### src/ext_bus_pkg.sv
// Purpose: Shared constants and types for the external bus interface.
// Assumes: One input clock at four times the system rate.
// Notes: Bus vectors are numbered most significant line first.
package ext_bus_pkg;

  // Bus widths
  localparam int ADDR_W = 14;
  localparam int DATA_W = 8;
  localparam int KIND_W = 2;

  // Input clocks per system cycle, and phase counter points
  localparam int PHASES = 4;
  localparam logic [1:0] PHASE_LAST = 2'h3;
  localparam logic [1:0] PHASE_BEFORE_STROBE = 2'h1;
  localparam logic [1:0] PHASE_BEFORE_THIRD = 2'h1;
  localparam logic [1:0] PHASE_RESET = 2'h0;

  // Lowest address line index in the [0:13] numbering
  localparam int LOW_LINE = 13;

  // Reset values of pin registers
  localparam logic [0:ADDR_W-1] ADDR_RESET = 14'h0000;
  localparam logic [0:DATA_W-1] DATA_RESET = 8'h00;

  // Request kinds carried through the buffer
  typedef enum logic [KIND_W-1:0] {
    KIND_MEM_READ,
    KIND_MEM_WRITE,
    KIND_SERIAL_OUT,
    KIND_EXT_INSTR
  } req_kind_t;

  // Packed request width: kind, address, write data, serial or code bit
  localparam int REQ_W = KIND_W + ADDR_W + DATA_W + 1;

endpackage : ext_bus_pkg

### src/req_buffer.sv
// Purpose: Two-entry request buffer with valid and ready on both sides.
// Assumes: Synchronous active-high reset.
// Notes: Full and empty are exact; a stalled drain side backs up to the source.
`timescale 1ns/1ps
`default_nettype none

module req_buffer #(
  parameter int WIDTH = 25,
  parameter int DEPTH = 2
) (
  input wire logic clock,
  input wire logic sys_rst,
  input wire logic in_valid,
  output logic in_ready,
  input wire logic [WIDTH-1:0] in_data,
  output logic out_valid,
  input wire logic out_ready,
  output logic [WIDTH-1:0] out_data
);

  localparam int PTR_W = (DEPTH > 1) ? $clog2(DEPTH) : 1;
  localparam int CNT_W = $clog2(DEPTH + 1);

  logic [WIDTH-1:0] mem [DEPTH];
  logic [PTR_W-1:0] wr_ptr, next_wr_ptr;
  logic [PTR_W-1:0] rd_ptr, next_rd_ptr;
  logic [CNT_W-1:0] count, next_count;
  logic push, pop;

  // Pointer step with wrap at the depth
  function automatic logic [PTR_W-1:0] step(input logic [PTR_W-1:0] p);
    step = (p == PTR_W'(DEPTH - 1)) ? '0 : p + PTR_W'(1);
  endfunction : step

  ////////////////////////////////////////////////////////////////////////
  // Handshake and next pointers
  always_comb begin
    in_ready = (count != CNT_W'(DEPTH));
    out_valid = (count != '0);
    out_data = mem[rd_ptr];
    push = in_valid && in_ready;
    pop = out_valid && out_ready;
    next_wr_ptr = push ? step(wr_ptr) : wr_ptr;
    next_rd_ptr = pop ? step(rd_ptr) : rd_ptr;
    next_count = count + CNT_W'(push) - CNT_W'(pop);
  end

  // Pointer registers
  always_ff @(posedge clock) begin
    if (sys_rst) begin
      wr_ptr <= '0;
      rd_ptr <= '0;
      count <= '0;
    end else begin
      wr_ptr <= next_wr_ptr;
      rd_ptr <= next_rd_ptr;
      count <= next_count;
    end
  end

  // Storage, no reset needed
  always_ff @(posedge clock) begin
    if (push) begin
      mem[wr_ptr] <= in_data;
    end
  end

endmodule : req_buffer

`default_nettype wire

### src/ext_bus_if.sv
// Purpose: External memory, serial I/O and hold pins of a small processor.
// Assumes: clock is the input clock at four times the system cycle rate.
// Notes: Three-state pins are split into out and an active-low enable; the data bus also has an in.
`timescale 1ns/1ps
`default_nettype none

// Function
// - The fourteen address lines, MSB first, carry the memory address while memory select is low.
// - With memory select high the address lines carry serial bit and external instruction addresses.
// - Every address line floats while hold is granted.
// - Serial output requests put their data bit on the lowest address line.
// - External instruction requests put one code bit on the lowest address line.
// - The data bus is eight bidirectional three-state lines with line zero as MSB.
// - During memory cycles the data bus carries write data out and read data in.
// - All data lines float while hold is granted.
// - An inverted copy of the third internal clock phase is driven out.
// - The read direction output is high while the data outputs are off for a memory read.
// - The read direction output is low otherwise and floats while hold is granted.
// - Memory select is active low, marks a memory address and floats during hold.
// - Hold granted is active high and marks that all bus and memory control outputs float.
module ext_bus_if
  import ext_bus_pkg::*;
#(
  parameter int BUF_DEPTH = 2
) (
  input wire logic clock,
  input wire logic sys_rst,
  // Request stream
  input wire logic req_valid,
  output logic req_ready,
  input wire ext_bus_pkg::req_kind_t req_kind,
  input wire logic [0:ext_bus_pkg::ADDR_W-1] req_addr,
  input wire logic [0:ext_bus_pkg::DATA_W-1] req_wdata,
  input wire logic req_bit,
  // Read answer
  output logic rsp_valid,
  output logic [0:ext_bus_pkg::DATA_W-1] rsp_data,
  // Hold
  input wire logic hold_request,
  output logic hold_granted,
  // Address bus
  output logic [0:ext_bus_pkg::ADDR_W-1] address_out,
  output logic address_oe_n,
  // Data bus
  output logic [0:ext_bus_pkg::DATA_W-1] data_out,
  input wire logic [0:ext_bus_pkg::DATA_W-1] data_in,
  output logic data_oe_n,
  // Control pins
  output logic memory_cycle_select_n,
  output logic memory_cycle_select_oe_n,
  output logic read_direction,
  output logic read_direction_oe_n,
  output logic serial_io_strobe,
  output logic phase3_n
);

  import ext_bus_pkg::*;

  typedef enum {
    ST_IDLE,
    ST_READ,
    ST_WRITE,
    ST_SERIAL,
    ST_HOLD
  } bus_state_t;

  bus_state_t state, next_state;
  logic [1:0] phase, next_phase;
  logic [0:ADDR_W-1] next_address_out;
  logic [0:DATA_W-1] next_data_out;
  logic [0:DATA_W-1] next_rsp_data;
  logic next_address_oe_n, next_data_oe_n, next_hold_granted;
  logic next_mcs_n, next_mcs_oe_n, next_read_direction, next_rd_oe_n;
  logic next_strobe, next_phase3_n, next_rsp_valid;
  logic cur_bit, next_cur_bit;
  logic cycle_end;
  logic buf_valid, buf_ready;
  logic [REQ_W-1:0] buf_data;
  req_kind_t buf_kind;
  logic [0:ADDR_W-1] buf_addr;
  logic [0:DATA_W-1] buf_wdata;
  logic buf_bit;

  ////////////////////////////////////////////////////////////////////////
  // Request buffer, drained only at a system cycle boundary
  req_buffer #(
    .WIDTH(REQ_W),
    .DEPTH(BUF_DEPTH)
  ) u_req_buffer (
    .clock(clock),
    .sys_rst(sys_rst),
    .in_valid(req_valid),
    .in_ready(req_ready),
    .in_data({req_kind, req_addr, req_wdata, req_bit}),
    .out_valid(buf_valid),
    .out_ready(buf_ready),
    .out_data(buf_data)
  );

  // Unpack the head entry
  assign buf_kind = req_kind_t'(buf_data[REQ_W-1 -: KIND_W]);
  assign {buf_addr, buf_wdata, buf_bit} = buf_data[REQ_W-KIND_W-1:0];

  ////////////////////////////////////////////////////////////////////////
  // Phase divider and cycle sequencing
  always_comb begin
    cycle_end = (phase == PHASE_LAST);
    next_phase = phase + 2'h1; // Divide by four
    next_phase3_n = !(phase == PHASE_BEFORE_THIRD); // Low during phase three
    next_state = state;
    next_cur_bit = cur_bit;
    next_address_out = address_out;
    next_data_out = data_out;
    next_rsp_data = rsp_data;
    next_rsp_valid = 1'b0;
    buf_ready = 1'b0;
    // Read data taken at the end of the read cycle
    if (state == ST_READ && cycle_end) begin
      next_rsp_data = data_in;
      next_rsp_valid = 1'b1;
    end
    // New bus cycle chosen only at a boundary; a running cycle always completes
    if (cycle_end) begin
      if (hold_request) begin
        next_state = ST_HOLD;
      end else if (buf_valid) begin
        buf_ready = 1'b1;
        next_address_out = buf_addr;
        next_cur_bit = buf_bit;
        case (buf_kind)
          KIND_MEM_READ: begin
            next_state = ST_READ;
          end
          KIND_MEM_WRITE: begin
            next_state = ST_WRITE;
            next_data_out = buf_wdata;
          end
          KIND_SERIAL_OUT: begin
            next_state = ST_SERIAL;
            next_address_out[LOW_LINE] = buf_bit; // Serial data bit
          end
          KIND_EXT_INSTR: begin
            next_state = ST_SERIAL;
            next_address_out[LOW_LINE] = buf_bit; // External code bit
          end
          default: begin
            next_state = ST_IDLE;
          end
        endcase
      end else begin
        next_state = ST_IDLE;
      end
    end
  end

  ////////////////////////////////////////////////////////////////////////
  // Pin controls derived from the coming state
  always_comb begin
    next_hold_granted = 1'b0;
    next_address_oe_n = 1'b0;
    next_data_oe_n = 1'b1;
    next_mcs_n = 1'b1;
    next_mcs_oe_n = 1'b0;
    next_read_direction = 1'b0; // Low in all other cases
    next_rd_oe_n = 1'b0;
    next_strobe = 1'b0;
    case (next_state)
      ST_HOLD: begin
        // All bus and memory control outputs float while hold is granted
        next_hold_granted = 1'b1;
        next_address_oe_n = 1'b1;
        next_mcs_oe_n = 1'b1;
        next_rd_oe_n = 1'b1;
      end
      ST_READ: begin
        next_mcs_n = 1'b0;
        next_read_direction = 1'b1; // Outputs off, memory drives
      end
      ST_WRITE: begin
        next_mcs_n = 1'b0;
        next_data_oe_n = 1'b0; // Drive write data
      end
      ST_SERIAL: begin
        // Strobe high in phase three, mid-cycle after the bit settles
        next_strobe = (state == ST_SERIAL) && (phase == PHASE_BEFORE_STROBE);
      end
      ST_IDLE: begin
        next_mcs_n = 1'b1;
      end
      default: begin
        next_hold_granted = 1'b0;
      end
    endcase
  end

  ////////////////////////////////////////////////////////////////////////
  // State and pin registers
  always_ff @(posedge clock) begin
    if (sys_rst) begin
      state <= ST_IDLE;
      phase <= PHASE_RESET;
      cur_bit <= 1'b0;
      address_out <= ADDR_RESET;
      data_out <= DATA_RESET;
      rsp_data <= DATA_RESET;
      rsp_valid <= 1'b0;
      hold_granted <= 1'b0;
      address_oe_n <= 1'b0;
      data_oe_n <= 1'b1;
      memory_cycle_select_n <= 1'b1;
      memory_cycle_select_oe_n <= 1'b0;
      read_direction <= 1'b0;
      read_direction_oe_n <= 1'b0;
      serial_io_strobe <= 1'b0;
      phase3_n <= 1'b1;
    end else begin
      state <= next_state;
      phase <= next_phase;
      cur_bit <= next_cur_bit;
      address_out <= next_address_out;
      data_out <= next_data_out;
      rsp_data <= next_rsp_data;
      rsp_valid <= next_rsp_valid;
      hold_granted <= next_hold_granted;
      address_oe_n <= next_address_oe_n;
      data_oe_n <= next_data_oe_n;
      memory_cycle_select_n <= next_mcs_n;
      memory_cycle_select_oe_n <= next_mcs_oe_n;
      read_direction <= next_read_direction;
      read_direction_oe_n <= next_rd_oe_n;
      serial_io_strobe <= next_strobe;
      phase3_n <= next_phase3_n;
    end
  end
endmodule : ext_bus_if

`default_nettype wire

### config.mk
export PLATFORM = sky130hd
export DESIGN_NAME = ext_bus_if
export DESIGN_NICKNAME = d
export VERILOG_FILES = /design/src/ext_bus_pkg.sv /design/src/req_buffer.sv /design/src/ext_bus_if.sv
export SDC_FILE = /design/constraint.sdc
export NUM_CORES = 1
export LEC_CHECK = 0
export BUFFER_PORTS_ARGS = -buffer_cell sky130_fd_sc_hd__clkbuf_2
export CORE_MARGIN = 4
export CORE_UTILIZATION = 45
export DETAILED_ROUTE_END_ITERATION = 6
export PLACE_DENSITY = 0.69
export SYNTH_ARGS = -nofsm -noshare
export SYNTH_HDL_FRONTEND = slang
export SYNTH_SLANG_ARGS = --single-unit
### constraint.sdc
create_clock -name clock -period 2.34 [get_ports clock]
set_input_delay 0 -clock clock [delete_from_list [all_inputs] [get_ports clock]]
set_output_delay 0 -clock clock [all_outputs]
set_load 0.01 [all_outputs]
## Word-level counts from Yosys, hierarchy flattened

Memory sizes are Yosys's and may differ from the RTL's. A register that Yosys moved wholly into a read port is not among the register bits.
Cells that the tools add are included.

| operators by class | value |
|---|---|
| $add $sub $neg | 5 |
| eq/ne operators | 12 |
| muxes and demuxes | 19 |
| bitwise operators | 2 |
| reductions and logical operators | 12 |

Operator list:

| kind | number |
|---|---|
| 32-bit by 2-bit == test with 1-bit output (second input constant) | 3 |
| 32-bit 2-to-1 mux | 3 |
| 32-bit case mux with 3 select lines | 1 |
| 32-bit by 3-bit == test with 1-bit output (second input constant) | 2 |
| 32-bit by 1-bit == test with 1-bit output (second input constant) | 1 |
| 1-bit 2-to-1 mux | 15 |
| 2-bit == test (second input constant) | 3 |
| 2-bit OR reduction | 3 |
| 2-bit by 1-bit == test with 1-bit output (second input constant) | 2 |
| 1-bit logical AND | 4 |
| 4-bit AND reduction | 1 |
| 3-bit AND reduction | 1 |
| 1-bit adder (second input constant) | 2 |
| 2-bit by 1-bit adder with 2-bit output | 1 |
| 2-bit by 1-bit adder with 2-bit output (second input constant) | 1 |
| 2-bit logical NOT | 1 |
| 2-bit != test (second input constant) | 1 |
| 1-bit inverter | 2 |
| 2-bit nonzero test | 1 |
| 2-bit by 1-bit subtractor with 2-bit output | 1 |
| 1-bit logical NOT | 1 |

| word-level totals | value |
|---|---|
| register bits | 75 |
| memory bits (writable) | 50 |
| memories kept | 1 |

Memories:

| name | words | width | read ports | clocked after memory_dff | write ports | RTL line | text |
|---|---|---|---|---|---|---|---|
| u_req_buffer.mem | 2 | 25 | 1 | 1 | 1 | req_buffer.sv:24 | `logic [WIDTH-1:0] mem [DEPTH];` |

## Longest topological paths before layout

Gate-level depths: netlist of run 1.

| depth | value |
|---|---|
| word-level depth | 9 |
| depth in mapped cells | 11 |
| depth with buffers taken out | 9 |

## Hierarchy

Synthesis of run 1 repeated with hierarchy kept, for this count alone.

| unflattened totals | value |
|---|---|
| cells, all modules | 360 |
| area total of the unflattened synthesis | 4604.4 sq um |

By module, submodules not included:

| module | instances | cells each | area each (sq um) | sequential area each (sq um) |
|---|---|---|---|---|
| ext_bus_if | 1 | 253 | 2546.2 | 1421.4 |
| req_buffer | 1 | 107 | 2058.2 | 1601.5 |

## Worst setup path before layout of run 1

OpenSTA, ideal clock, no wires.

| path | value |
|---|---|
| path type | reg-to-reg |
| from | register phase[0] |
| to | register u_req_buffer.count[1] |
| library setup time | 0.128 ns |
| arrival time | 2.164 ns |
| data required time | 2.212 ns |
| path slack | 0.049 ns |
| cell stages (with the launch flop) | 12 |
| buffers on the path | 2 |
| clock period less this slack | 2.291 ns |
| path through | dfxtp_1 ha_1 buf_2 nand2b_1 nor2_1 clkbuf_1 ha_1 inv_1 ha_1 xor2_1 xnor2_1 nor2_1 |

| on the way | value |
|---|---|
| word-level cells in the longest chain between the ends | 4 |

Ends and longest elaborated chain:

| what | RTL line | text |
|---|---|---|
| from (decl) | ext_bus_if.sv:68 | `logic [1:0] phase, next_phase;` |
| from (signal assigned) | ext_bus_if.sv:218 | `phase <= next_phase;` |
| 2-bit == test | ext_bus_if.sv:107 | `cycle_end = (phase == PHASE_LAST);` |
| 1-bit 2-to-1 mux | ext_bus_if.sv:123 | `if (cycle_end) begin` |
| 1-bit logical AND | req_buffer.sv:42 | `pop = out_valid && out_ready;` |
| via u_req_buffer.pop | req_buffer.sv:28 | `logic push, pop;` |
| 2-bit by 1-bit subtractor with 2-bit output | req_buffer.sv:45 | `next_count = count + CNT_W'(push) - CNT_W'(pop);` |
| to (signal assigned) | req_buffer.sv:57 | `count <= next_count;` |
| to (decl) | req_buffer.sv:27 | `logic [CNT_W-1:0] count, next_count;` |

The timed path passes the listed nets, and every way through them passes these cells.
A chain may end at the register's enable or synchronous reset.

## Worst setup path after layout of run 1

| path | value |
|---|---|
| from | register phase[0] |
| to | register u_req_buffer.count[1] |

| on the way | value |
|---|---|
| word-level cells in the longest chain between the ends | 4 |

Ends and longest elaborated chain:

| what | RTL line |
|---|---|
| 2-bit == test | ext_bus_if.sv:107 |
| 1-bit 2-to-1 mux | ext_bus_if.sv:123 |
| 1-bit logical AND | req_buffer.sv:42 |
| 2-bit by 1-bit subtractor with 2-bit output | req_buffer.sv:45 |

No other way between the ends.

==> out/summary.md, run 1 <==
The flow ran to the end, and the final reports show no timing, DRC or antenna violations. TritonCTS built the clock tree. The maximum clock insertion buffer count is 2. The total overflow left after global routing is 0.

The placeable core region was 9730 um^2. The post-synth net total was 382. Predominant post-synthesis flop cell: sky130_fd_sc_hd__dfxtp_1.

The clock-pin transition on the worst setup and hold timing paths was 60 ps. For the count of antenna diodes in the layout, the log shows 0. The areal power density over the cells was 886 nW/um^2; the maximum fanout along the worst path was 9.

In this run the remaining antenna-violating nets after routing total 0. Fraction of the mapped netlist area in compound gates: 0.0595. Counting every instance in the synthesized netlist gives 341.

The tightest slew margin relative to the limit came out at 0.664. Entering global routing, the biggest net connects 30 pins. Clock skew on the completed layout was measured at 6.52 ps. After floorplanning, the core was divided into 36 placement rows. The initial antenna violation count is 0, and the multiplexer share of the synthesized area is 0.0721.

The count of pins over their slew limit is 0. The tool flagged a number of max-cap violations equal to 0. Port buffering added 77 buffers. The tools report the number of search-and-repair iterations in the first detailed-routing pass as 4.

For this run, the top clock speed supported by timing is 485 MHz. The number of setup buffers added after CTS is 0. The H-tree depth is 4. The path class of the tightest hold or removal check is in -> reg.

IR analysis of the VDD net gives a maximum drop of 0.563 mV. The floorplan step defined a die boundary enclosing 11600 um^2. Critical path startpoint category: a flop. The share of the synthesized area in the top cell type was 0.341. For the core occupancy in the finished layout, the log shows 0.610.

Final clock period utilization by the worst path: 0.882. The first global-routing pass estimated 13900 um of wire. The synthesis-to-finish area growth came out at 33.0%. The number of instances in the placed design is 540, and the cell area after synthesis is 4460 um^2. Power comes to 5.25 mW.

The largest area contributor in the netlist is sky130_fd_sc_hd__dfxtp_1. The count of warnings emitted by yosys is 0. Ranked by total cell area, the synthesized netlist is headed by sky130_fd_sc_hd__dfxtp_1, sky130_fd_sc_hd__edfxtp_1, sky130_fd_sc_hd__mux2i_1. The adder-cell share of the synthesized area came out at 0.0112. The critical path is of the reg -> reg type. The pin slew with the least headroom to its limit is 503 ps, and the number of enable flip-flop cells after synthesis is 50. The proportion of layout cells with a drive suffix above 1 was 0.267; the final critical path time including I/O delays and setup was 2060 ps.

Setup violations remaining at the end of the flow were counted as 0. The starting density of the core is 0.459. The via count was 2904; the via count of the first global-routing pass was 2972. Routed wire length per instance: 13.8 um. Data on the critical path arrives at its endpoint at 2440 ps. Yosys mapped the design onto 39 distinct sky130hd cell types. The count of placed standard cells in the final layout, fillers left out was 608; the final routed DRC violation total was 0. Across all register-to-register paths, the minimum setup slack is 280 ps.

Summed over all cells, the static leakage comes to 2.29 nW. Wires add up to 8390 um. The commonest cells after synthesis are sky130_fd_sc_hd__dfxtp_1, sky130_fd_sc_hd__edfxtp_1, sky130_fd_sc_hd__nor2_1. Clock tree synthesis selected as its root buffer the cell sky130_fd_sc_hd__clkbuf_8. Combinational family with the most area after synthesis: simple AND/OR/NAND/NOR gates. STA classifies the critical path endpoint as a flop.

For the global-route usage over all layers, the log shows 0.155. The tools report the number of failing hold endpoints at the final stage as 0. Summed over all nets, the half-perimeter wirelength after detailed placement is 5250 um.

The net count of the finished layout is 503. Setup repair after global routing left no endpoint under its margin. At the later pin of the worst-skew pair, clock insertion delay measures 510 ps. The die span in x works out to 108 um. Counting flops and latches in the post-synthesis netlist gives 126. The portion of the post-synthesis area used by sequential elements came out at 0.678. The xor/xnor cell area share of the yosys netlist is 0.00785, and the sink count of the clock tree is 126. Simple-gate portion of the synthesized area: 0.145. Adding up every negative setup slack in the final design gives 0 ps.

Measured along the y axis, the die boundary spans 108 um. Using the TritonRoute via totals, the vias-per-cell ratio works out to 4.78. The detailed router's first-iteration violation count came out at 101.

By instance count, the leading cell after synthesis is sky130_fd_sc_hd__dfxtp_1. During I/O placement, the number of pins put on the boundary was 78. For the number of buffers created by CTS, the log shows 17. The average cell area after synthesis works out to 13.1 um^2. The post-synthesis async set-or-reset flop share came out at 0. At the end of routability-driven placement, the weighted congestion stood at 0.811. The critical path data required time is 2720 ps.
## path summary, 6_finish.rpt
kind	cells after the start	to	start
max	9	u_req_buffer.count[1]$_SDFF_PP0_	phase[0]$_SDFF_PP0_
min	2	u_req_buffer.mem[1][18]$_DFFE_PP_	req_addr[4]
max reg2reg	9	u_req_buffer.count[1]$_SDFF_PP0_	phase[0]$_SDFF_PP0_
min reg2reg	1	phase[0]$_SDFF_PP0_	phase[0]$_SDFF_PP0_
## final cells by class
cell class | instances | area, um^2
tap | 133 | 166
timing repair buffer | 121 | 806
multi-input combinational | 190 | 1330
inverter | 6 | 22.5
clock buffer | 18 | 428
clock inverter | 14 | 161
sequential | 126 | 3020
fill | 780 | 3800
## state kept, by name, indices dropped and copies added (netlist names), 2 cells and up, named ones only
name and cells:
u_req_buffer.mem 50, state 32, address_out 14, data_out 8, rsp_data 8, phase 2
u_req_buffer.count 2
## critical path, stage by stage (launching register included)
cell	delay, ps
sky130_fd_sc_hd__dfxtp_1	360
sky130_fd_sc_hd__ha_2	280
sky130_fd_sc_hd__nand2b_1	190
sky130_fd_sc_hd__nor2_2	270
sky130_fd_sc_hd__ha_1	270
sky130_fd_sc_hd__inv_1	60
sky130_fd_sc_hd__ha_1	140
sky130_fd_sc_hd__xor2_1	180
sky130_fd_sc_hd__xnor2_1	130
sky130_fd_sc_hd__nor2_1	50
## through the flow
| step | area, um^2 | setup WS, ps | hold WS, ps |
|---|---|---|---|
| final | 5930 | 277 | 223 |
| after CTS | 5930 | 173 | 189 |
| after global routing | 5930 | 95.9 | 211 |
| after floorplan | 4460 | 48.7 | 98.9 |
| after global placement | 4980 | 300 | 188 |
| after detailed placement | 4980 | 178 | 192 |
## cells by family after synthesis
kind of cell,after synthesis
AO/OA/AOI/OAI,34
XOR/XNOR,4
adder cells (fa/ha/maj),4
buffers and inverters,25
flip-flops,126
multiplexers,32
AND/OR/NAND/NOR,116
## per-layer routing
metal / vias up / GRT usage / part of all wire
li1: 1458 / - / -
met5: - / 0 / 0
met2: 86 / 0.257 / 0.50
met1: 1351 / 0.186 / 0.43
met4: 0 / 0.0649 / 0.012
met3: 9 / 0.0510 / 0.058
## where the power goes
group	switching [mW]	internal (mW)
clock	0.957	1.56
combinational	0.165	0.138
sequential	0.0359	2.40
## what timing repair did
action,4_1_cts,5_1_grt
hold buffers,36,0
setup endpoints to repair,0,1
endpoints found under the hold margin,66,0
resized for setup,0,1
## layout by cell type, fill, tap and decap left out, types with 16 or more instances in the layout
cell type and instances:
sky130_fd_sc_hd__clkbuf_2 77, sky130_fd_sc_hd__dfxtp_1 76, sky130_fd_sc_hd__edfxtp_1 50, sky130_fd_sc_hd__dlygate4sd3_1 36, sky130_fd_sc_hd__nor2_1 34, sky130_fd_sc_hd__mux2i_1 31, sky130_fd_sc_hd__and2_1 30, sky130_fd_sc_hd__a211oi_1 20
sky130_fd_sc_hd__nand2b_1 19, sky130_fd_sc_hd__clkbuf_16 16
Note: power is estimated with default switching activity, not from simulation.
==> run 2, diff against run 1 <==
--- a/config.mk
+++ b/config.mk
@@ -12,4 +12,5 @@
 export PLACE_DENSITY = 0.69
 export SYNTH_ARGS = -nofsm -noshare
 export SYNTH_HDL_FRONTEND = slang
+export SYNTH_HIERARCHICAL = 1
 export SYNTH_SLANG_ARGS = --single-unit
==> run 2 against run 1 <==
Against the previous run: sequential power down 2%; die area grew 3.0%; first-iteration DRC count is 32% higher; routed wire length up 9.8%; worst setup slack better by 20 ps; highest routed layer unchanged.
==> out/summary.md, run 2 <==
The run finished with clean final reports. Counting along the longest clock path gives a buffer depth of 2. The class of the tightest hold or removal check was in -> reg. The worst hold path begins at sys_rst. The root buffer cell is sky130_fd_sc_hd__clkbuf_8. The total power consumption of the routed design came out at 5.07 mW. Final-report setup violation count: 0.

The largest registers in the layout are u_req_buffer/mem: 50 flops, state: 32 flops, address_out: 14 flops. Measured along the x axis, the die boundary spans 109 um. Buffers inserted during clock tree synthesis total 17.

The tightest slew margin relative to the limit was 0.623; the pin slew with the least headroom to its limit was 565 ps. Post-cts resize count: 0. The worst setup path is captured at a flop. For the worst-case clock skew, the log shows 16.8 ps.

Ranked by total cell area, the synthesized netlist is headed by sky130_fd_sc_hd__dfxtp_1, sky130_fd_sc_hd__edfxtp_1, sky130_fd_sc_hd__mux2_2. The flip-flop count of the largest register, all copies and words added is 50, and the placeable core region is 9860 um^2. In the synthesized netlist, the number of instances is 360.

The via count of the first global-routing pass is 3288, and the maximum number of pins on one net before global-route repair is 30. The number of nets still failing antenna checks after routing was 0. STA classifies the critical path startpoint as a flop. The predominant post-synthesis flop cell is sky130_fd_sc_hd__dfxtp_1. The proportion of layout cells with a drive suffix above 1 is 0.303, and the via-per-instance ratio is 4.86.

At the end of the flow, the number of nets in the layout was 526. Summed over all cells, the static leakage comes to 2.38 nW. The share of the synthesized area in the top cell type is 0.330. The tools report the initial antenna violation count as 0.

The clock period could shrink to 2040 ps. The detailed router finished its first iteration with 133 violations. The finished cells cover 6070 um^2.

The count of placed standard cells in the final layout, fillers left out was 632. Clock-pin slew was measured on the worst setup and hold paths at 60 ps. The signal on the critical path passes through or2_2, nand3b_1, inv_2, a211oi_1, nor2_1, ha_1, and2b_1, mux2_1. The worst register-to-register path begins at u_req_buffer/count[1]$_SDFF_PP0_. The floorplan die height is 109 um. Across the run, the number of max-cap violations was 0. The global-route usage over all layers is 0.170, and the areal power density over the cells is 836 nW/um^2. 0 antenna diodes ended up in the layout. The maximum clock frequency is 489 MHz, and the count of standard-cell rows is 36.

The run gives 0.736 as the weighted congestion reported at the end of routability-driven placement. Critical path data required time: 2740 ps. Along the worst path, the maximum fanout reaches 11. The post-synthesis async set-or-reset flop share works out to 0. Counting flops with a built-in enable in the synthesized netlist gives 50. 78 I/O pins were placed.

The tools report the post-CTS repair timing setup buffer count as 0. Summing over every cut layer, the via total after detailed routing is 3069. At the later pin of the worst-skew pair, clock insertion delay measures 510 ps. The most flop-heavy register is u_req_buffer/mem. Aggregate global routing overflow: 0. Setup repair after global routing left no endpoint under its margin. The area growth from synthesis to layout is 31.8%. The count of pins over their slew limit was 0; the adder-cell share of the synthesized area was 0.00815. The largest single stage delay on the critical path is 360 ps. The multiplexer share of the synthesized area is 0.103, and the half-perimeter wire length after placement is 5820 um. The H-tree depth is 4.

The library cell used most frequently in the layout, excluding fill and tap cells, is sky130_fd_sc_hd__clkbuf_2. The wire length of the first global-routing pass was 15400 um. The die covers 11900 um^2. sky130_fd_sc_hd__dfxtp_1 takes more of the synthesized area than any other cell. The library cells used most frequently in the layout, excluding fill and tap cells, are sky130_fd_sc_hd__clkbuf_2, sky130_fd_sc_hd__dfxtp_1, sky130_fd_sc_hd__edfxtp_1. For this design, the slowest cell found on the critical path is sky130_fd_sc_hd__dfxtp_1.

After detailed routing, the number of remaining DRC violations is 0. A synthesized cell averages 12.8 um^2. Tracing the worst setup path back leads to its startpoint at u_req_buffer/count[1]$_SDFF_PP0_. The area after detailed placement was 5160 um^2. Sorting the synthesized cells by how often they occur yields sky130_fd_sc_hd__dfxtp_1, sky130_fd_sc_hd__edfxtp_1, sky130_fd_sc_hd__and2_1.

The xor/xnor cell area share of the yosys netlist came out at 0.00190. Combinational family with the most area after synthesis: simple AND/OR/NAND/NOR gates. The number of failing hold endpoints at the final stage was 0; the count of input and output buffers was 77.

For the cell area after synthesis, the log shows 4600 um^2. The portion of the post-synthesis area used by sequential elements came out at 0.657. Final clock period utilization by the worst path: 0.873. The path type of the worst setup path is reg -> reg.

The simple-gate portion of the synthesized area is 0.173. TritonCTS built the clock tree. Synthesis produced a netlist with a net count of 400. The count of distinct cell types in the synthesized netlist was 43. Fraction of the mapped netlist area in compound gates: 0.0361. Setup total negative slack on the finished layout was measured at 0 ps. On the critical path the largest part of the delay comes from simple AND/OR/NAND/NOR gates. The library cell with the highest instance count after synthesis is sky130_fd_sc_hd__dfxtp_1. Before antenna repair, the detailed router went through 4 iterations. IR analysis of the VDD net gives a maximum drop of 0.484 mV.

Data arrives at the worst endpoint at 2440 ps. Starting density of the core: 0.467. The number of hold buffers added after CTS was 35; the routed wire length per instance was 14.6 um. Wires add up to 9210 um.

The number of instances in the placed design is 565, and the count of warnings emitted by yosys is 6. Sink count of the clock tree: 126. The number of buffer and inverter instances along the worst setup path was 1. After synthesis the netlist holds a flip-flop and latch count of 126.
==> run 2: cell count changes after synthesis, sizes merged, moves of 10 or more <==
cell	before	now
a211oi	22	2
a21oi	4	14
mux2	1	26
mux2i	31	18
nand2	5	26
nor2	37	23
==> run 2: report_power, final <==
part | switching [mW] | total (mW) | leakage [nW] | internal [mW]
Combinational | 0.125 | 0.253 | 1.04 | 0.129
Clock | 0.903 | 2.44 | 0.259 | 1.53
Sequential | 0.0235 | 2.38 | 1.08 | 2.36
Total | 1.05 | 5.07 | 2.38 | 4.02
==> run 2: worst paths after layout <==
check	cells after the start	slack, ps	endpoint
max	8	300	u_req_buffer/count[1]$_SDFF_PP0_
min	2	50	flop
max reg2reg	8	300	u_req_buffer/count[1]$_SDFF_PP0_
min reg2reg	2	460	address_out[6]$_SDFFE_PP0P_
==> run 2: stage by stage <==
stage | worst slack (ps) | hold slack [ps] | utilization
4_1_cts | 307 | 25.0 | 0.615
3_5_place_dp | 329 | 193 | 0.523
2_1_floorplan | 8.82 | 69.1 | -
6_report | 297 | 54.1 | 0.615
3_3_place_gp | 403 | 190 | 0.523
5_1_grt | 164 | 51.4 | 0.615
==> run 2: cell type report <==
type | count | area, um^2
Clock buffer | 21 | 439
Multi-Input combinational cell | 213 | 1480
Inverter | 4 | 15.0
Sequential cell | 126 | 3020
Tap cell | 133 | 166
Clock inverter | 11 | 116
Fill cell | 751 | 3790
Timing Repair Buffer | 124 | 826
==> run 2: worst reg2reg max path, stage by stage (launching register included) <==
cell and delay, ps:
sky130_fd_sc_hd__dfxtp_1 360, sky130_fd_sc_hd__or2_2 320, sky130_fd_sc_hd__nand3b_1 120, sky130_fd_sc_hd__inv_2 110, sky130_fd_sc_hd__a211oi_1 280, sky130_fd_sc_hd__nor2_1 80, sky130_fd_sc_hd__ha_1 210, sky130_fd_sc_hd__and2b_1 160
sky130_fd_sc_hd__mux2_1 300
==> run 2: metal layers <==
metal  up-vias  wire, um  track usage
li1       1516         -            -
met1      1460      4190        0.207
met3         2       539       0.0557
met2        91      4450        0.281
met4         0        29       0.0622
met5         -         0            0
==> run 2: cell families (layout without fill, tap and decap cells) <==
logic type	after synthesis	count (layout)
flops	126	126
mux	44	44
compound gates	27	27
buf+inv	21	160
fa+ha+maj	3	3
simple gates	138	138
xor+xnor	1	1
